--- src/verilog/sxd_pkg.sv ---
// Shared constants and types of the extended serial command decoder.
// Assumes a single 200 MHz system clock and a mode-0 serial master.
`default_nettype none

package sxd_pkg;

    // Command codes
    localparam logic [7:0] CMD_UNLOCK = 8'h50;
    localparam logic [7:0] CMD_RX_WIDTH = 8'h60;
    localparam logic [7:0] CMD_NOACK_TX = 8'hB0;
    localparam logic [7:0] CMD_NOP = 8'hFF;
    localparam logic [4:0] CMD_ACK_TOP = 5'h15;
    localparam logic [1:0] CMD_REG_TOP = 2'h0;

    // Unlock data values
    localparam logic [7:0] UNLOCK_FEATURES = 8'h73;
    localparam logic [7:0] UNLOCK_BANK = 8'h53;

    // Limits
    localparam logic [2:0] PIPE_MAX = 3'h5;
    localparam logic [1:0] ACK_PENDING_MAX = 2'h3;
    localparam logic [5:0] PAYLOAD_MAX = 6'h20;
    localparam logic [4:0] BANK1_MSB_LAST_REG = 5'h08;
    localparam logic [2:0] BIT_LAST = 3'h7;

    // Payload buffer shape
    localparam int FIFO_WIDTH = 8;
    localparam int FIFO_DEPTH = 16;

    // Reset values
    localparam logic SELECT_IDLE = 1'b1;
    localparam logic FEATURES_RESET = 1'b0;
    localparam logic BANK_RESET = 1'b0;

    // Frame sequencer states
    typedef enum logic [2:0] {
        ST_IDLE = 3'b001,
        ST_CMD = 3'b010,
        ST_DATA = 3'b100
    } sxd_state_e;

endpackage

`default_nettype wire

--- src/verilog/sxd_fifo.sv ---
// Payload byte FIFO with a registered read stage.
// Assumes depth is a power of two; one clock, asynchronous low reset.
`default_nettype none

module sxd_fifo #(
    parameter int WIDTH = 8,
    parameter int DEPTH = 16
) (
    input wire logic mclk,
    input wire logic rst_n,
    input wire logic in_valid,
    input wire logic [WIDTH-1:0] in_data,
    output logic in_ready,
    output logic out_valid,
    output logic [WIDTH-1:0] out_data,
    input wire logic out_ready
);

    localparam int AW = $clog2(DEPTH);
    localparam logic [AW:0] FULL = (AW + 1)'(DEPTH);

    typedef struct packed {
        logic [DEPTH-1:0][WIDTH-1:0] mem;
        logic [AW-1:0] wp;
        logic [AW-1:0] rp;
        logic [AW:0] cnt;
        logic ov;
        logic [WIDTH-1:0] od;
    } sxd_fifo_s;

    sxd_fifo_s s;
    sxd_fifo_s next_s;

    logic full;

    // Store and output register together hold DEPTH words
    assign full = (s.cnt + (AW + 1)'(s.ov)) == FULL;
    assign in_ready = !full;
    assign out_valid = s.ov;
    assign out_data = s.od;

    // Push into store, refill output register when it frees
    always_comb
    begin
        logic push;
        logic pop;
        push = 1'b0;
        pop = 1'b0;
        next_s = s;
        push = in_valid && !full;
        pop = (s.cnt != '0) && (!s.ov || out_ready);
        if (push)
        begin
            next_s.mem[s.wp] = in_data;
            next_s.wp = s.wp + 1'b1;
        end
        if (pop)
        begin
            next_s.od = s.mem[s.rp];
            next_s.rp = s.rp + 1'b1;
            next_s.ov = 1'b1;
        end
        else if (out_ready)
        begin
            next_s.ov = 1'b0;
        end
        next_s.cnt = s.cnt + (AW + 1)'(push) - (AW + 1)'(pop);
    end

    // State register
    always_ff @(posedge mclk or negedge rst_n)
    begin
        if (!rst_n)
        begin
            s <= '0;
        end
        else
        begin
            s <= next_s;
        end
    end

endmodule

`default_nettype wire

--- src/verilog/sxd_decoder.sv ---
// Extended serial command decoder: unlock, bank toggle, width read,
// acknowledge and no-acknowledge payload writes, no-op status read.
// Assumes a mode-0 master whose pins are sampled by the 200 MHz mclk.
//
// How it works
// - unlock with 0x73 activates optional features
// - repeating that unlock deactivates them again
// - unlock only honoured in power-down or standby
// - reset inactive; inactive writes ignored, reads zero
// - unlock with 0x53 toggles bank, shown bit7
// - width command returns head payload byte count
// - ack write pipe index valid 0 to 5
// - three ack payloads pending, same pipe FIFO
// - ack payload 1 to 32 bytes from byte 0
// - no-ack write queues payload, no auto acknowledge
// - no-op changes nothing, status shifted out
// - bank1 regs 0-8 MSB byte first, else LSB
// - select fall starts command, status shifts out
// - command byte shifted most significant bit first
`default_nettype none

module sxd_decoder (
    input wire logic mclk,
    input wire logic rst_n,
    input wire logic sck,
    input wire logic select_n_pin,
    input wire logic mosi,
    output logic miso,
    output logic miso_oe,
    input wire logic [7:0] status_in,
    input wire logic [5:0] rx_width,
    input wire logic idle_power_state,
    input wire logic rx_mode,
    input wire logic ack_sent,
    output logic features_active,
    output logic bank_indicator_bit,
    output logic msb_byte_first,
    output logic pkt_done,
    output logic pkt_no_auto_acknowledge,
    output logic [2:0] ack_pipe_index,
    output logic [5:0] pkt_len,
    output logic [1:0] ack_pending,
    output logic overflow,
    output logic pl_valid,
    output logic [7:0] pl_data,
    input wire logic pl_ready
);

    typedef struct packed {
        sxd_pkg::sxd_state_e state;
        logic sck_s1;
        logic sck_s2;
        logic sck_d;
        logic cs_s1;
        logic cs_s2;
        logic cs_d;
        logic mosi_s1;
        logic mosi_s2;
        logic [2:0] bitcnt;
        logic [7:0] sh_in;
        logic [7:0] sh_out;
        logic [7:0] cmd;
        logic [5:0] nbytes;
        logic pl_ok;
        logic feat;
        logic bank;
        logic [1:0] ack_cnt;
        logic miso;
        logic miso_oe;
        logic msb_first;
        logic pkt_done;
        logic pkt_noack;
        logic [2:0] pkt_pipe;
        logic [5:0] pkt_len;
        logic overflow;
        logic fifo_wr;
        logic [7:0] fifo_data;
    } sxd_regs_s;

    sxd_regs_s s;
    sxd_regs_s next_s;

    logic fifo_ready;
    logic in_frame;
    logic sck_rise;
    logic sck_fall;
    logic cs_fall;
    logic cs_rise;
    logic byte_done;
    logic [7:0] rx_byte;

    // Ack payload command with its pipe field
    function automatic logic is_ack_cmd(input logic [7:0] c);
        return c[7:3] == sxd_pkg::CMD_ACK_TOP;
    endfunction

    // Bank 1 low registers take the high byte first
    function automatic logic reg_msb_first(input logic bank,
                                           input logic [7:0] c);
        return bank && (c[4:0] <= sxd_pkg::BANK1_MSB_LAST_REG);
    endfunction

    // Edge and byte decode from synchronised pins
    assign in_frame = (s.state != sxd_pkg::ST_IDLE);
    assign sck_rise = in_frame && s.sck_s2 && !s.sck_d;
    assign sck_fall = in_frame && !s.sck_s2 && s.sck_d;
    assign cs_fall = !s.cs_s2 && s.cs_d;
    assign cs_rise = in_frame && s.cs_s2;
    assign byte_done = sck_rise && (s.bitcnt == sxd_pkg::BIT_LAST);
    assign rx_byte = {s.sh_in[6:0], s.mosi_s2};

    // Next-state logic of the whole decoder
    always_comb
    begin
        logic inc;
        logic dec;
        inc = 1'b0;
        dec = 1'b0;
        next_s = s;
        // Two-flop synchronisers on every pin
        next_s.sck_s1 = sck;
        next_s.sck_s2 = s.sck_s1;
        next_s.sck_d = s.sck_s2;
        next_s.cs_s1 = select_n_pin;
        next_s.cs_s2 = s.cs_s1;
        next_s.cs_d = s.cs_s2;
        next_s.mosi_s1 = mosi;
        next_s.mosi_s2 = s.mosi_s1;
        next_s.pkt_done = 1'b0;
        next_s.fifo_wr = 1'b0;
        dec = ack_sent && (s.ack_cnt != '0);
        if (cs_fall)
        begin
            // New command: status leads out, MSB first
            next_s.state = sxd_pkg::ST_CMD;
            next_s.bitcnt = '0;
            next_s.nbytes = '0;
            next_s.pl_ok = 1'b0;
            next_s.overflow = 1'b0;
            next_s.miso = status_in[7];
            next_s.sh_out = {status_in[6:0], 1'b0};
            next_s.miso_oe = 1'b1;
        end
        else if (cs_rise)
        begin
            // Frame end commits an accepted payload
            next_s.state = sxd_pkg::ST_IDLE;
            next_s.miso = 1'b0;
            next_s.miso_oe = 1'b0;
            if (s.state == sxd_pkg::ST_DATA && s.pl_ok && s.nbytes != '0)
            begin
                next_s.pkt_done = 1'b1;
                next_s.pkt_len = s.nbytes;
                next_s.pkt_pipe = s.cmd[2:0];
                next_s.pkt_noack =
                    (s.cmd == sxd_pkg::CMD_NOACK_TX);
                inc = (s.cmd != sxd_pkg::CMD_NOACK_TX);
            end
        end
        else if (in_frame)
        begin
            if (sck_rise)
            begin
                next_s.sh_in = rx_byte;
                next_s.bitcnt = s.bitcnt + 1'b1;
            end
            if (sck_fall)
            begin
                next_s.miso = s.sh_out[7];
                next_s.sh_out = {s.sh_out[6:0], 1'b0};
            end
            if (byte_done && s.state == sxd_pkg::ST_CMD)
            begin
                // Command byte decode
                next_s.cmd = rx_byte;
                next_s.state = sxd_pkg::ST_DATA;
                next_s.sh_out = '0;
                if (rx_byte == sxd_pkg::CMD_RX_WIDTH && s.feat)
                begin
                    next_s.sh_out = {2'b00, rx_width};
                end
                if (rx_byte[7:6] == sxd_pkg::CMD_REG_TOP)
                begin
                    next_s.msb_first =
                        reg_msb_first(s.bank, rx_byte);
                end
                // Payload writes need features and mode; ack writes also need pipe and room
                next_s.pl_ok = s.feat &&
                    ((is_ack_cmd(rx_byte) && rx_mode &&
                      rx_byte[2:0] <= sxd_pkg::PIPE_MAX &&
                      s.ack_cnt < sxd_pkg::ACK_PENDING_MAX) ||
                     (rx_byte == sxd_pkg::CMD_NOACK_TX && !rx_mode));
            end
            else if (byte_done)
            begin
                // Data byte handling
                next_s.sh_out = '0;
                if (s.nbytes < sxd_pkg::PAYLOAD_MAX)
                begin
                    next_s.nbytes = s.nbytes + 1'b1;
                end
                if (s.cmd == sxd_pkg::CMD_UNLOCK && s.nbytes == '0 &&
                    idle_power_state)
                begin
                    if (rx_byte == sxd_pkg::UNLOCK_FEATURES)
                    begin
                        next_s.feat = !s.feat;
                    end
                    else if (rx_byte == sxd_pkg::UNLOCK_BANK)
                    begin
                        next_s.bank = !s.bank;
                    end
                end
                if (s.pl_ok && s.nbytes < sxd_pkg::PAYLOAD_MAX)
                begin
                    if (fifo_ready)
                    begin
                        next_s.fifo_wr = 1'b1;
                        next_s.fifo_data = rx_byte;
                    end
                    else
                    begin
                        next_s.overflow = 1'b1;
                    end
                end
            end
        end
        next_s.ack_cnt = s.ack_cnt + 2'(inc) - 2'(dec);
    end

    // State register
    always_ff @(posedge mclk or negedge rst_n)
    begin
        if (!rst_n)
        begin
            s <= '0;
            s.state <= sxd_pkg::ST_IDLE;
            s.cs_s1 <= sxd_pkg::SELECT_IDLE;
            s.cs_s2 <= sxd_pkg::SELECT_IDLE;
            s.cs_d <= sxd_pkg::SELECT_IDLE;
            s.feat <= sxd_pkg::FEATURES_RESET;
            s.bank <= sxd_pkg::BANK_RESET;
        end
        else
        begin
            s <= next_s;
        end
    end

    // Payload bytes to the transmit side
    sxd_fifo #(
        .WIDTH(sxd_pkg::FIFO_WIDTH),
        .DEPTH(sxd_pkg::FIFO_DEPTH)
    ) u_fifo (
        .mclk(mclk),
        .rst_n(rst_n),
        .in_valid(s.fifo_wr),
        .in_data(s.fifo_data),
        .in_ready(fifo_ready),
        .out_valid(pl_valid),
        .out_data(pl_data),
        .out_ready(pl_ready)
    );

    // Outputs straight from state flops
    assign miso = s.miso;
    assign miso_oe = s.miso_oe;
    assign features_active = s.feat;
    assign bank_indicator_bit = s.bank;
    assign msb_byte_first = s.msb_first;
    assign pkt_done = s.pkt_done;
    assign pkt_no_auto_acknowledge = s.pkt_noack;
    assign ack_pipe_index = s.pkt_pipe;
    assign pkt_len = s.pkt_len;
    assign ack_pending = s.ack_cnt;
    assign overflow = s.overflow;

    logic unlock_byte;
    assign unlock_byte = byte_done && s.state == sxd_pkg::ST_DATA &&
        s.cmd == sxd_pkg::CMD_UNLOCK && s.nbytes == '0;
endmodule

`default_nettype wire

--- config.mk ---
export PLATFORM = sky130hd
export DESIGN_NAME = sxd_decoder
export DESIGN_NICKNAME = d
export VERILOG_FILES = /design/src/verilog/sxd_pkg.sv /design/src/verilog/sxd_fifo.sv /design/src/verilog/sxd_decoder.sv
export SDC_FILE = /design/constraint.sdc
export NUM_CORES = 1
export LEC_CHECK = 0
export BUFFER_PORTS_ARGS = -buffer_cell sky130_fd_sc_hd__buf_2
export CORE_UTILIZATION = 30
export CTS_BUF_LIST = sky130_fd_sc_hd__clkbuf_8
export CTS_CLUSTER_SIZE = 28
export DETAILED_ROUTE_END_ITERATION = 16
export PLACE_DENSITY_LB_ADDON = 0.08
export SYNTH_ARGS = -nofsm -noshare
export SYNTH_HDL_FRONTEND = slang
export SYNTH_HIERARCHICAL = 1
export SYNTH_SLANG_ARGS = --single-unit
--- constraint.sdc ---
create_clock -name mclk -period 4.5 [get_ports mclk]
set_clock_uncertainty 0.1 [all_clocks]
set_input_delay 0.9 -clock mclk [delete_from_list [all_inputs] [get_ports mclk]]
set_output_delay 0.9 -clock mclk [all_outputs]
set_load 0.01 [all_outputs]
Word level (Yosys, flattened, before mapping)
Index checks and enable logic that the tools add are counted.

storage, ports and cells
  register bits after elaboration = 223
  input port bits = 23
  output and inout port bits = 28
  logic and storage cells = 203

cells by class
  add/subtract/negate cells = 9
  magnitude comparators = 7
  eq/ne operators = 15
  muxes and demuxes = 52
  bitwise logic cells = 5
  reductions and logical operators = 66

operator list
  kind                                                                           count
  128-bit bitwise mux                                                            1
  36-bit 2-to-1 mux                                                              2
  8-bit 2-to-1 mux                                                               7
  10-bit 2-to-1 mux                                                              5
  11-bit 2-to-1 mux                                                              4
  8-bit binary-select mux with 4-bit select                                      1
  8-bit demux with 4-bit select                                                  1
  8-bit by 7-bit equality test with 1-bit output (second input constant)         4
  1-bit logical AND                                                              24
  6-bit 2-to-1 mux                                                               4
  2-bit nonzero test                                                             10
  9-bit 2-to-1 mux                                                               2
  8-bit equality test (second input constant)                                    2
  1-bit 2-to-1 mux                                                               15
  3-bit 2-to-1 mux                                                               5
  7-bit AND reduction                                                            2
  3-bit AND reduction                                                            4
  5-bit by 1-bit adder with 5-bit output                                         2
  5-bit equality test (second input constant)                                    2
  4-bit by 5-bit less-than comparator with 1-bit output (second input constant)  2
  5-bit AND reduction                                                            2
  3-bit nonzero test                                                             3
  4-bit by 1-bit adder with 4-bit output (second input constant)                 2
  1-bit logical NOT                                                              8
  28 further kinds                                                               40

Logic depth before layout (Yosys ltp)
Gate-level depths: netlist (run 1).

  word-level depth = 10
  gate-level depth with buffers = 16
  gate-level depth less buffers = 15

Cells and area by module
The synthesis (run 1) kept the hierarchy.

by module, submodules not included
  module       times used  cells each  area each (um2)  sequential area each (um2)
  sxd_fifo     1           487         7443.4           3753.6
  sxd_decoder  1           272         3234.4           1806.7

Worst setup path before layout (run 1)
OpenSTA, ideal clock, no wires.

  path kind = reg2reg
  start = reg u_fifo.s (netlist bit u_fifo/out_valid)
  end = reg u_fifo/s[13] (netlist bit)
  setup time = 80 ps
  arrival time = 2809 ps
  data required time = 4320 ps
  slack = 1512 ps
  stages on the path, launching flop included = 17
  path buffers = 1
  period minus slack after synthesis = 2988 ps
  path through = dfrtp_1 > ha_1 > ha_1 > nor2_1 > o21a_1 > buf_6 > a21boi_0 > inv_1 > ha_1 > inv_1 > ha_1 > inv_1 > fa_1 > inv_1 > a21oi_1 > o21bai_1 > xnor2_1

RTL lines
  what                      RTL line        source
  start: declaration        sxd_fifo.sv:31  sxd_fifo_s s;
  start signal: assignment  sxd_fifo.sv:79  s <= next_s;

==> impl_metrics.env, run 1 <==
export IMPL_wire_per_inst_um=19.6
export IMPL_synthArstFlopShare=1.00
export IMPL_dieArea_sq_um=36400
export IMPL_synth_mux_area_frac=0.251
export IMPL_hp_class="reg2reg"
export IMPL_ctsHoldBuffers=0
export IMPL_synthTopCellsByArea="dfrtp_1 (51%), mux2_2 (15%), mux4_2 (6.7%)"
export IMPL_run_status="finished, final reports clean"
export IMPL_grt_max_degree=100
export IMPL_cts_buffer_depth=3
export IMPL_cts_root_buf="clkbuf_8"
export IMPL_h_tree_depth=2
export IMPL_setup_viol=0
export IMPL_ys_types=71
export IMPL_synthSimpleGateAreaFrac=0.0650
export IMPL_grt_pass1_wl_mm=40.9
export IMPL_slowest_delay_ns=0.65
export IMPL_start_kind="flip-flop"
export IMPL_drive_gt1_frac=0.408
export IMPL_r2r_start="u_fifo/s[9]"
export IMPL_drc=0
export IMPL_ir_drop_uv=199
export IMPL_cts_buffers=43
export IMPL_drtIter0Drc=274
export IMPL_detail_route_antenna_nets=0
export IMPL_switching_share=0.305
export IMPL_cts_tree="yes"
export IMPL_synth_edf_count=0
export IMPL_io_pins=51
export IMPL_seq_power_share=0.430
export IMPL_leakage_nw=5.69
export IMPL_numPortBuffers=50
export IMPL_finalNonFillerCells=1295
export IMPL_pwr_share_clk=0.391
export IMPL_wirelength_mm=25.4
export IMPL_grt_total_usage=0.147
export IMPL_holdPathEnd="next_s[67]"
export IMPL_dr_pass1_iters=4
export IMPL_nNetsFinal=853
export IMPL_relSlewSlack=0.289
export IMPL_grt_pass1_vias=7000
export IMPL_worst_ep_required_time_ns=4.87
export IMPL_hold_depth=0
export IMPL_synthXorXnorAreaFrac=0.0149
export IMPL_min_delay_start="next_s[68]"
export IMPL_postCtsResizedCells=0
export IMPL_path_cells="ha_1 -> ha_1 -> nand2_1 -> o2bb2ai_4 -> a21boi_0 -> inv_1 -> ha_1 -> inv_1 -> ha_1 -> inv_1 -> fa_1 -> inv_1 -> a21oi_1 -> o21bai_1 -> xnor2_1"
export IMPL_grt_ovfl_total=0
export IMPL_switchingPower_mw=1.66
export IMPL_clk_latency_ns=0.55
export IMPL_fmaxAchievable_mhz=285
export IMPL_powerDensity_nw_per_um2=450
export IMPL_hold_violations=0
export IMPL_fp_dieW_um=191
export IMPL_r2r_setup_slack_ns=0.99
export IMPL_yosysTopAreaCell="dfrtp_1"
export IMPL_antenna_cells=0
export IMPL_ys_seq_elements=222
export IMPL_syn_inst=759
export IMPL_combPwrFrac=0.179
export IMPL_core_sq_um=34800
export IMPL_p_int_mw=3.78
export IMPL_syn_area_sq_um=10700
export IMPL_gp_routability_congestion=0.751
export IMPL_ys_seq_area_frac=0.521
export IMPL_path_clk_slew_ns=0.06
export IMPL_initial_core_util=0.307
export IMPL_tightest_slew_ns=1.07
export IMPL_final_min_clock_period_ns=3.51
export IMPL_period_share=0.780
export IMPL_max_cap_violations=0
export IMPL_critPathMaxFanout=16
export IMPL_syn_num_nets=804
export IMPL_critPathKind="reg2reg"
export IMPL_vias=6331
export IMPL_dpl_hpwl_mm=16.9
export IMPL_finalSetupTns_ns=0
export IMPL_syn_avg_cell_area_sq_um=14.1
export IMPL_synth_top_area_frac=0.511
export IMPL_synth_flop_cell="dfrtp_1"
export IMPL_worstPathArrival_ns=3.88
export IMPL_rows=68
export IMPL_antenna_found_initial=0
export IMPL_cts_sinks=222
export IMPL_rr_worst_depth=15
export IMPL_synth_top_family_by_area="multiplexers"
export IMPL_yosysWarnings=6
export IMPL_synth_compound_area_frac=0.0762
export IMPL_vias_per_cell=4.89
export IMPL_die_y_um=191
export IMPL_cts_setup_buffers=0
export IMPL_fill_cells=3403
export IMPL_reg2reg_to="u_fifo/s[13]"
export IMPL_areaGrowthSynthToFinish_pct=13.2
export IMPL_synthAdderAreaFrac=0.0265
export IMPL_place_inst=1218
export IMPL_cpMaxStageDelayCell="o2bb2ai_4"
export IMPL_slew_viol_final=0
export IMPL_rsz0062_at_grt="false"
export IMPL_end_kind="flip-flop"
-- cells in the mapped netlist, types with 3 or more instances --
master / n
a211o_1: 3
a21o_1: 4
a21oi_1: 15
a21oi_2: 5
a21oi_4: 7
a222oi_1: 5
a22o_1: 4
a22oi_1: 9
buf_2: 8
buf_4: 22
buf_6: 5
clkbuf_1: 9
dfrtp_1: 218
dfstp_2: 4
dlygate4sd1_1: 4
dlygate4sd3_1: 4
ha_1: 21
inv_1: 19
mux2_1: 4
mux2_2: 140
mux2_4: 16
mux2i_1: 10
mux4_2: 32
nand2_1: 40
nand2b_1: 5
nand3_1: 12
nand3b_1: 7
nand4_1: 6
nor2_1: 12
nor2b_1: 4
nor3b_1: 6
nor4_1: 5
o211ai_1: 4
o21ai_0: 15
o21ai_1: 7
o21ai_2: 4
o21bai_1: 3
o31ai_1: 4
o41ai_1: 3
xnor2_1: 10
xor2_1: 5
-- stage by stage --
step	setup WS [ns]	util	hold slack (ns)	power, mW	instance area (sq um)
floorplan	1.51	-	0.231	3.16	10700
global placement	1.07	0.321	0.239	3.34	11200
detailed placement	0.987	0.321	0.239	3.37	11200
CTS	0.961	0.347	0.252	5.55	12100
global route	0.684	0.347	0.264	5.74	12100
finish	0.988	0.347	0.248	5.44	12100
-- how the worst max path moves through the flow --
stage | startpoint | end | slack (ns) | cells past startpoint
after floorplan | u_fifo/out_valid | u_fifo/s[13] | 1.51 | 16
after global placement | u_fifo/s[9] | u_fifo/s[13] | 1.07 | 15
after detailed placement | u_fifo/out_valid | u_fifo/s[13] | 0.99 | 15
after CTS | u_fifo/out_valid | u_fifo/s[13] | 0.96 | 15
after global routing | u_fifo/out_valid | u_fifo/s[13] | 0.68 | 15
final | u_fifo/s[9] | u_fifo/s[13] | 0.99 | 15
-- power by group through the flow --
stage	sequential, mW	clock [mW]	combinational, mW
after CTS	2.35	2.21	0.990
after detailed placement	2.39	0	0.986
after global placement	2.38	0	0.961
final	2.34	2.13	0.971
after floorplan	2.20	0	0.963
after global routing	2.37	2.30	1.07
-- kinds of logic after synthesis --
kind of cell / after synthesis
AOI/OAI and AO/OA: 103
xor gates and xnor gates: 16
adders and majority gates: 22
buffers and inverters: 74
DFF: 222
muxes: 202
and+or+nand+nor: 120
-- cells in the final DEF (no fill, tap or decap), types with 7 or more instances in the layout --
| cell type | netlist | routed |
|---|---|---|
| dfrtp_1 | 218 | 218 |
| mux2_2 | 140 | 140 |
| clkbuf_8 | 0 | 51 |
| buf_2 | 8 | 49 |
| nand2_1 | 40 | 40 |
| inv_1 | 19 | 35 |
| mux4_2 | 32 | 32 |
| ha_1 | 21 | 21 |
| mux2_4 | 16 | 16 |
| o21ai_0 | 15 | 15 |
| a21oi_1 | 15 | 15 |
| nor2_1 | 12 | 12 |
| nand3_1 | 12 | 12 |
| xnor2_1 | 10 | 10 |
| mux2i_1 | 10 | 10 |
| a22oi_1 | 9 | 9 |
| nand3b_1 | 7 | 7 |
| o21ai_1 | 7 | 7 |
| a21oi_4 | 7 | 7 |
| buf_4 | 22 | 7 |
-- flip-flops by register name (all words and copies together), names as in the netlist, 2 cells and up --
name	flops
u_fifo/s	141
rx_byte	8
pkt_len	6
next_s	5
u_fifo/out_data	8
ack_pending	2
s	40
ack_pipe_index	3
-- cell type report --
class	instances	area (sq um)	area share
clock inverters	26	213	0.0176
flip-flops and latches	222	5560	0.460
multi-input cells	463	4630	0.383
clock buffers	51	702	0.0581
repair buffers	58	333	0.0275
inverters	20	75.1	0.00621
well taps	455	569	0.0471
-- per-layer routing --
metal / global-route usage / up-vias / share of wire
met5: 0 / - / 0
met4: 0.0502 / 0 / 0.021
met3: 0.0294 / 40 / 0.037
met2: 0.247 / 118 / 0.49
met1: 0.187 / 3285 / 0.45
li1: - / 2888 / -
-- critical path, delay by kind of cell (launching register included) --
| family | cells | cell delay [ns] |
|---|---|---|
| DFF | 1 | 0.39 |
| adders and majority gates | 5 | 1.18 |
| and+or+nand+nor | 1 | 0.11 |
| xor gates and xnor gates | 1 | 0.13 |
| AOI/OAI and AO/OA | 4 | 1.20 |
| buffers and inverters | 4 | 0.31 |
No activity file was read; power rests on OpenSTA's default activity.
==> inputs of run 2 (changes only) <==
==> constraint.sdc (replaced) <==
create_clock -name mclk -period 3.3 [get_ports mclk]
set_clock_uncertainty 0.1 [all_clocks]
set_input_delay 0.66 -clock mclk [delete_from_list [all_inputs] [get_ports mclk]]
set_output_delay 0.66 -clock mclk [all_outputs]
set_load 0.01 [all_outputs]
==> run 2 against run 1 <==
Cell count is 1.5% higher. Core utilization grew 0.51 points. Count of clock-buffer cells in the layout grew 7. Critical path depth is the same. Largest power group unchanged. Global-route usage is 0.12 points higher. Combinational power is 56% higher. First-iteration DRC count decreased by 5.5%. Power increased by 36%. Non-clock buffer count rose by 21. Highest routed layer unchanged. Via count up 0.95%. Sequential cell count unchanged.
==> impl_metrics.env, run 2 (synthesis gave the netlist of run 1 again) <==
export IMPL_run_status="finished, final reports clean"
export IMPL_cts_buffer_depth=3
export IMPL_p_total_mw=7.42
export IMPL_wirelength_mm=25.4
export IMPL_switchingPower_mw=2.26
export IMPL_vias=6391
export IMPL_nNetsFinal=874
export IMPL_grt_pass1_vias=7081
export IMPL_cts_setup_buffers=0
export IMPL_clk_latency_ns=0.54
export IMPL_leakage_nw=5.78
export IMPL_h_tree_depth=2
export IMPL_dieArea_sq_um=36400
export IMPL_wire_per_inst_um=19.4
export IMPL_critPathMaxFanout=3
export IMPL_drtIter0Drc=259
export IMPL_switching_share=0.305
export IMPL_vias_per_cell=4.86
export IMPL_drc=0
export IMPL_end_kind="flip-flop"
export IMPL_start_kind="flip-flop"
export IMPL_worst_ep_required_time_ns=3.67
export IMPL_ctsHoldBuffers=1
export IMPL_largestRegisters="u_fifo/s (141), s (40)"
export IMPL_seq_power_share=0.417
export IMPL_areaGrowthSynthToFinish_pct=14.8
export IMPL_cts_tree="yes"
export IMPL_powerDensity_nw_per_um2=605
export IMPL_finalSetupTns_ns=0
export IMPL_path_clk_slew_ns=0.05
export IMPL_hp_class="in2reg"
export IMPL_drive_gt1_frac=0.427
export IMPL_rows=68
export IMPL_tightest_slew_ns=0.708
export IMPL_gp_routability_congestion=0.746
export IMPL_io_pins=51
export IMPL_final_common_cell="dfrtp_1"
export IMPL_detail_route_antenna_nets=0
export IMPL_pwr_share_clk=0.380
export IMPL_max_cap_violations=0
export IMPL_final_min_clock_period_ns=2.96
export IMPL_core_sq_um=34800
export IMPL_ir_drop_uv=265
export IMPL_initial_core_util=0.307
export IMPL_grt_total_usage=0.148
export IMPL_numPortBuffers=50
export IMPL_hold_violations=0
export IMPL_slew_viol_final=0
export IMPL_relSlewSlack=0.528
export IMPL_period_share=0.896
export IMPL_final_cell_mix="dfrtp_1 (218), mux2_2 (140), clkbuf_8 (58), buf_2 (49), nand2_1 (40)"
export IMPL_postCtsResizedCells=0
export IMPL_dpl_hpwl_mm=17.1
export IMPL_setup_viol=0
export IMPL_rsz0062_at_grt="false"
export IMPL_p_int_mw=5.16
export IMPL_grt_max_degree=79
export IMPL_largest_register_ffs=141
export IMPL_grt_pass1_wl_mm=41.6
export IMPL_fp_dieW_um=191
export IMPL_fmaxAchievable_mhz=338
export IMPL_dr_pass1_iters=4
export IMPL_combPwrFrac=0.203
export IMPL_cts_buffers=43
export IMPL_cts_root_buf="clkbuf_8"
export IMPL_antenna_cells=0
export IMPL_worstPathArrival_ns=3.32
export IMPL_regMostFlops="u_fifo/s"
export IMPL_cts_sinks=222
export IMPL_critPathKind="reg2reg"
export IMPL_die_y_um=191
export IMPL_grt_ovfl_total=0
export IMPL_antenna_found_initial=0
[run 2: path summary, 6_finish.rpt]
kind	start	endpoint	slack, ns	cells after the start
worst max-delay path	u_fifo/s[9]	u_fifo/s[13]	0.34	15
min in group asynchronous	rst_n	u_fifo/out_valid	0.58	2
max in group asynchronous	rst_n	u_fifo/s[71]	1.69	3
worst min-delay path	sck	next_s[68]	0.13	1
worst max register to register	u_fifo/s[9]	u_fifo/s[13]	0.34	15
worst min register to register	next_s[65]	next_s[64]	0.26	0
[run 2: critical path, cell delays in order, from the launching register on]
cell and delay (ns):
dfrtp_1 0.41, ha_1 0.24, ha_1 0.20, nand2_1 0.15, o2bb2ai_4 0.09, a21boi_0 0.25
inv_1 0.08, ha_1 0.27, inv_1 0.06, ha_1 0.15, inv_1 0.05, fa_1 0.40
inv_1 0.08, a21oi_1 0.06, o21bai_1 0.15, xnor2_1 0.13
[run 2: power groups by stage]
stage	Clock, mW	Combinational (mW)	Sequential (mW)
finish	2.82	1.51	3.09
global route	3.09	1.66	3.13
CTS	2.95	1.55	3.10
detailed placement	0	1.55	3.15
global placement	0	1.52	3.14
floorplan	0	1.31	3.00
[run 2: cell type report]
cell class | count | area, sq um
clock buffers | 58 | 798
repair buffers | 79 | 518
flip-flops and latches | 222 | 5560
clock inverters | 18 | 108
well taps | 455 | 569
fillers | 3370 | 22500
multi-input cells | 463 | 4630
inverters | 20 | 75.1
[run 2: metal layers]
metal / up-vias / wire (um) / track usage
li1: 2930 / - / -
met1: 3298 / 11500 / 0.193
met2: 114 / 12300 / 0.244
met3: 49 / 932 / 0.0280
met4: 0 / 682 / 0.0520
met5: - / 0 / 0
[run 2: through the flow]
step | area [sq um] | hold WS (ns) | utilization | setup slack (ns) | std cells
CTS | 12300 | 0.0784 | 0.352 | 0.303 | 1315
finish | 12300 | 0.128 | 0.352 | 0.344 | 1315
detailed placement | 11300 | 0.245 | 0.326 | 0.334 | 1238
global placement | 11300 | 0.241 | 0.326 | 0.409 | 1238
floorplan | 10700 | 0.231 | - | 0.312 | 759
global route | 12300 | 0.0897 | 0.352 | 0.144 | 1315
==> inputs of run 3 (changes only) <==
--- a/config.mk
+++ b/config.mk
@@ -10,7 +10,7 @@
 export CTS_BUF_LIST = sky130_fd_sc_hd__clkbuf_8
 export CTS_CLUSTER_SIZE = 28
 export DETAILED_ROUTE_END_ITERATION = 16
-export PLACE_DENSITY_LB_ADDON = 0.08
+export PLACE_DENSITY = 0.53
 export SYNTH_ARGS = -nofsm -noshare
 export SYNTH_HDL_FRONTEND = slang
 export SYNTH_HIERARCHICAL = 1
==> run 3 against run 2 <==
Cell count decreased by 0.68%. Sequential power rose by 2%. Die area unchanged. Sequential cell count unchanged. Final area shrank 1.1%. Global-route usage is 1.5 points lower. Combinational power shrank 7%. Critical path type unchanged. Largest power group unchanged. Highest routed layer unchanged.
==> impl_metrics.env, run 3 (synthesis gave the netlist of run 1 again) <==
export IMPL_run_status="finished, final reports clean"
export IMPL_drc=0
export IMPL_io_pins=51
export IMPL_core_sq_um=34800
export IMPL_dpl_hpwl_mm=15.2
export IMPL_final_cell_mix="dfrtp_1 (217), mux2_2 (140), clkbuf_8 (53), buf_2 (49), nand2_1 (40)"
export IMPL_vias_per_cell=4.79
export IMPL_period_share=0.930
export IMPL_regMostFlops="u_fifo/s"
export IMPL_grt_total_usage=0.133
export IMPL_postCtsResizedCells=0
export IMPL_final_util=0.349
export IMPL_r2r_start="u_fifo/s[10]"
export IMPL_cts_setup_buffers=0
export IMPL_cts_tree="yes"
export IMPL_grt_max_degree=57
export IMPL_wire_per_inst_um=17.6
export IMPL_max_cap_violations=0
export IMPL_powerDensity_nw_per_um2=591
export IMPL_wirelength_mm=23.0
export IMPL_largestRegisters="u_fifo/s (141), s (40)"
export IMPL_numPortBuffers=50
export IMPL_start_kind="flip-flop"
export IMPL_p_int_mw=4.93
export IMPL_vias=6255
export IMPL_cts_sinks=222
export IMPL_drive_gt1_frac=0.421
export IMPL_seq_power_share=0.439
export IMPL_tightest_slew_ns=0.852
export IMPL_die_y_um=191
export IMPL_dr_pass1_iters=4
export IMPL_rr_worst_depth=14
export IMPL_drtIter0Drc=282
export IMPL_cts_buffers=40
export IMPL_end_kind="flip-flop"
export IMPL_dieArea_sq_um=36400
export IMPL_setup_slack_ns=0.230
export IMPL_r2r_setup_slack_ns=0.23
export IMPL_hp_class="in2reg"
export IMPL_worst_ep_required_time_ns=3.68
export IMPL_setup_viol=0
export IMPL_startpoint="u_fifo/s[10]"
export IMPL_finalSetupTns_ns=0
export IMPL_antenna_found_initial=0
export IMPL_hold_violations=0
export IMPL_grt_pass1_wl_mm=37.8
export IMPL_reg2reg_to="u_fifo/s[13]"
export IMPL_cts_root_buf="clkbuf_8"
export IMPL_gp_routability_congestion=0.731
export IMPL_rsz0062_at_grt="false"
export IMPL_clk_latency_ns=0.56
export IMPL_worstPathArrival_ns=3.45
export IMPL_nNetsFinal=866
export IMPL_antenna_cells=0
export IMPL_rows=68
export IMPL_path_clk_slew_ns=0.06
export IMPL_grt_ovfl_total=0
export IMPL_leakage_nw=5.71
export IMPL_fp_dieW_um=191
export IMPL_final_common_cell="dfrtp_1"
export IMPL_fmaxAchievable_mhz=326
export IMPL_h_tree_depth=2
export IMPL_switchingPower_mw=2.23
export IMPL_cts_buffer_depth=3
export IMPL_critPathMaxFanout=6
export IMPL_slew_viol_final=0
export IMPL_grt_pass1_vias=6676
export IMPL_combPwrFrac=0.195
export IMPL_critPathKind="reg2reg"
export IMPL_fill_cells=3405
export IMPL_min_delay_start="select_n_pin"
export IMPL_endpoint="u_fifo/s[13]"
export IMPL_initial_core_util=0.307
export IMPL_ir_drop_uv=536
export IMPL_detail_route_antenna_nets=0
export IMPL_relSlewSlack=0.432
export IMPL_pre_cts_ws_ns=0.261
export IMPL_switching_share=0.311
export IMPL_final_min_clock_period_ns=3.07
export IMPL_areaGrowthSynthToFinish_pct=13.6
export IMPL_pwr_share_clk=0.366
export IMPL_largest_register_ffs=141
==> run 3: cell count changes in the layout (fill, tap and decap cells not counted), sizes merged <==
| cell | delta |
|---|---|
| buf | -5 |
| clkbuf | -5 |
| inv | +2 |
| bufinv | -1 |
==> run 3: critical path, stage by stage, from the launching register on <==
cell and delay, ns:
dfrtp_1 0.46, ha_1 0.24, and3_1 0.20, o21a_1 0.18, a21boi_0 0.34, inv_1 0.09, ha_1 0.27, inv_1 0.05
ha_1 0.16, inv_1 0.06, fa_1 0.41, inv_1 0.08, a21oi_1 0.06, o21bai_1 0.16, xnor2_1 0.13
==> run 3: area by class of cell <==
type	instances	area, sq um	area share
multi-input cells	463	4630	0.382
inverters	20	75.1	0.00619
flip-flops and latches	222	5560	0.459
well taps	455	569	0.0469
clock inverters	19	92.6	0.00763
repair buffers	74	468	0.0386
clock buffers	53	729	0.0601
==> run 3: how the worst min path moves through the flow <==
stage	end	cells after the start
floorplan	next_s[67]	0
global placement	rx_byte[0]	0
detailed placement	rx_byte[0]	0
CTS	next_s[65]	1
global route	next_s[65]	1
finish	next_s[65]	1
==> run 3: power groups by stage <==
stage | clock (mW) | sequential [mW] | combinational [mW]
after floorplan | 0 | 3.00 | 1.31
after global placement | 0 | 3.19 | 1.40
after detailed placement | 0 | 3.20 | 1.42
after CTS | 2.73 | 3.15 | 1.42
after global routing | 2.85 | 3.18 | 1.55
final | 2.62 | 3.14 | 1.40
==> run 3: metrics by stage <==
stage / hold slack, ns / instance area (sq um) / power, mW / std cells
6_report: 0.118 / 12100 / 7.16 / 1306
5_1_grt: 0.0828 / 12100 / 7.58 / 1306
4_1_cts: 0.0793 / 12100 / 7.31 / 1306
3_5_place_dp: 0.236 / 11300 / 4.62 / 1233
3_3_place_gp: 0.233 / 11300 / 4.60 / 1233
2_1_floorplan: 0.231 / 10700 / 4.32 / 759
==> run 3: metal layers <==
layer | vias to the layer above | track usage | routed length, um | share of wire
li1 | 2910 | - | - | -
met1 | 3181 | 0.183 | 11000 | 0.48
met2 | 124 | 0.204 | 10400 | 0.45
met3 | 40 | 0.0335 | 1140 | 0.049
met4 | 0 | 0.0449 | 510 | 0.022
met5 | - | 0 | 0 | 0
==> run 3: what timing repair did <==
action                                  in CTS  in global routing
hold endpoints to repair                    49                  0
endpoints found under the setup margin       0                  0
hold buffers                                 1                  0
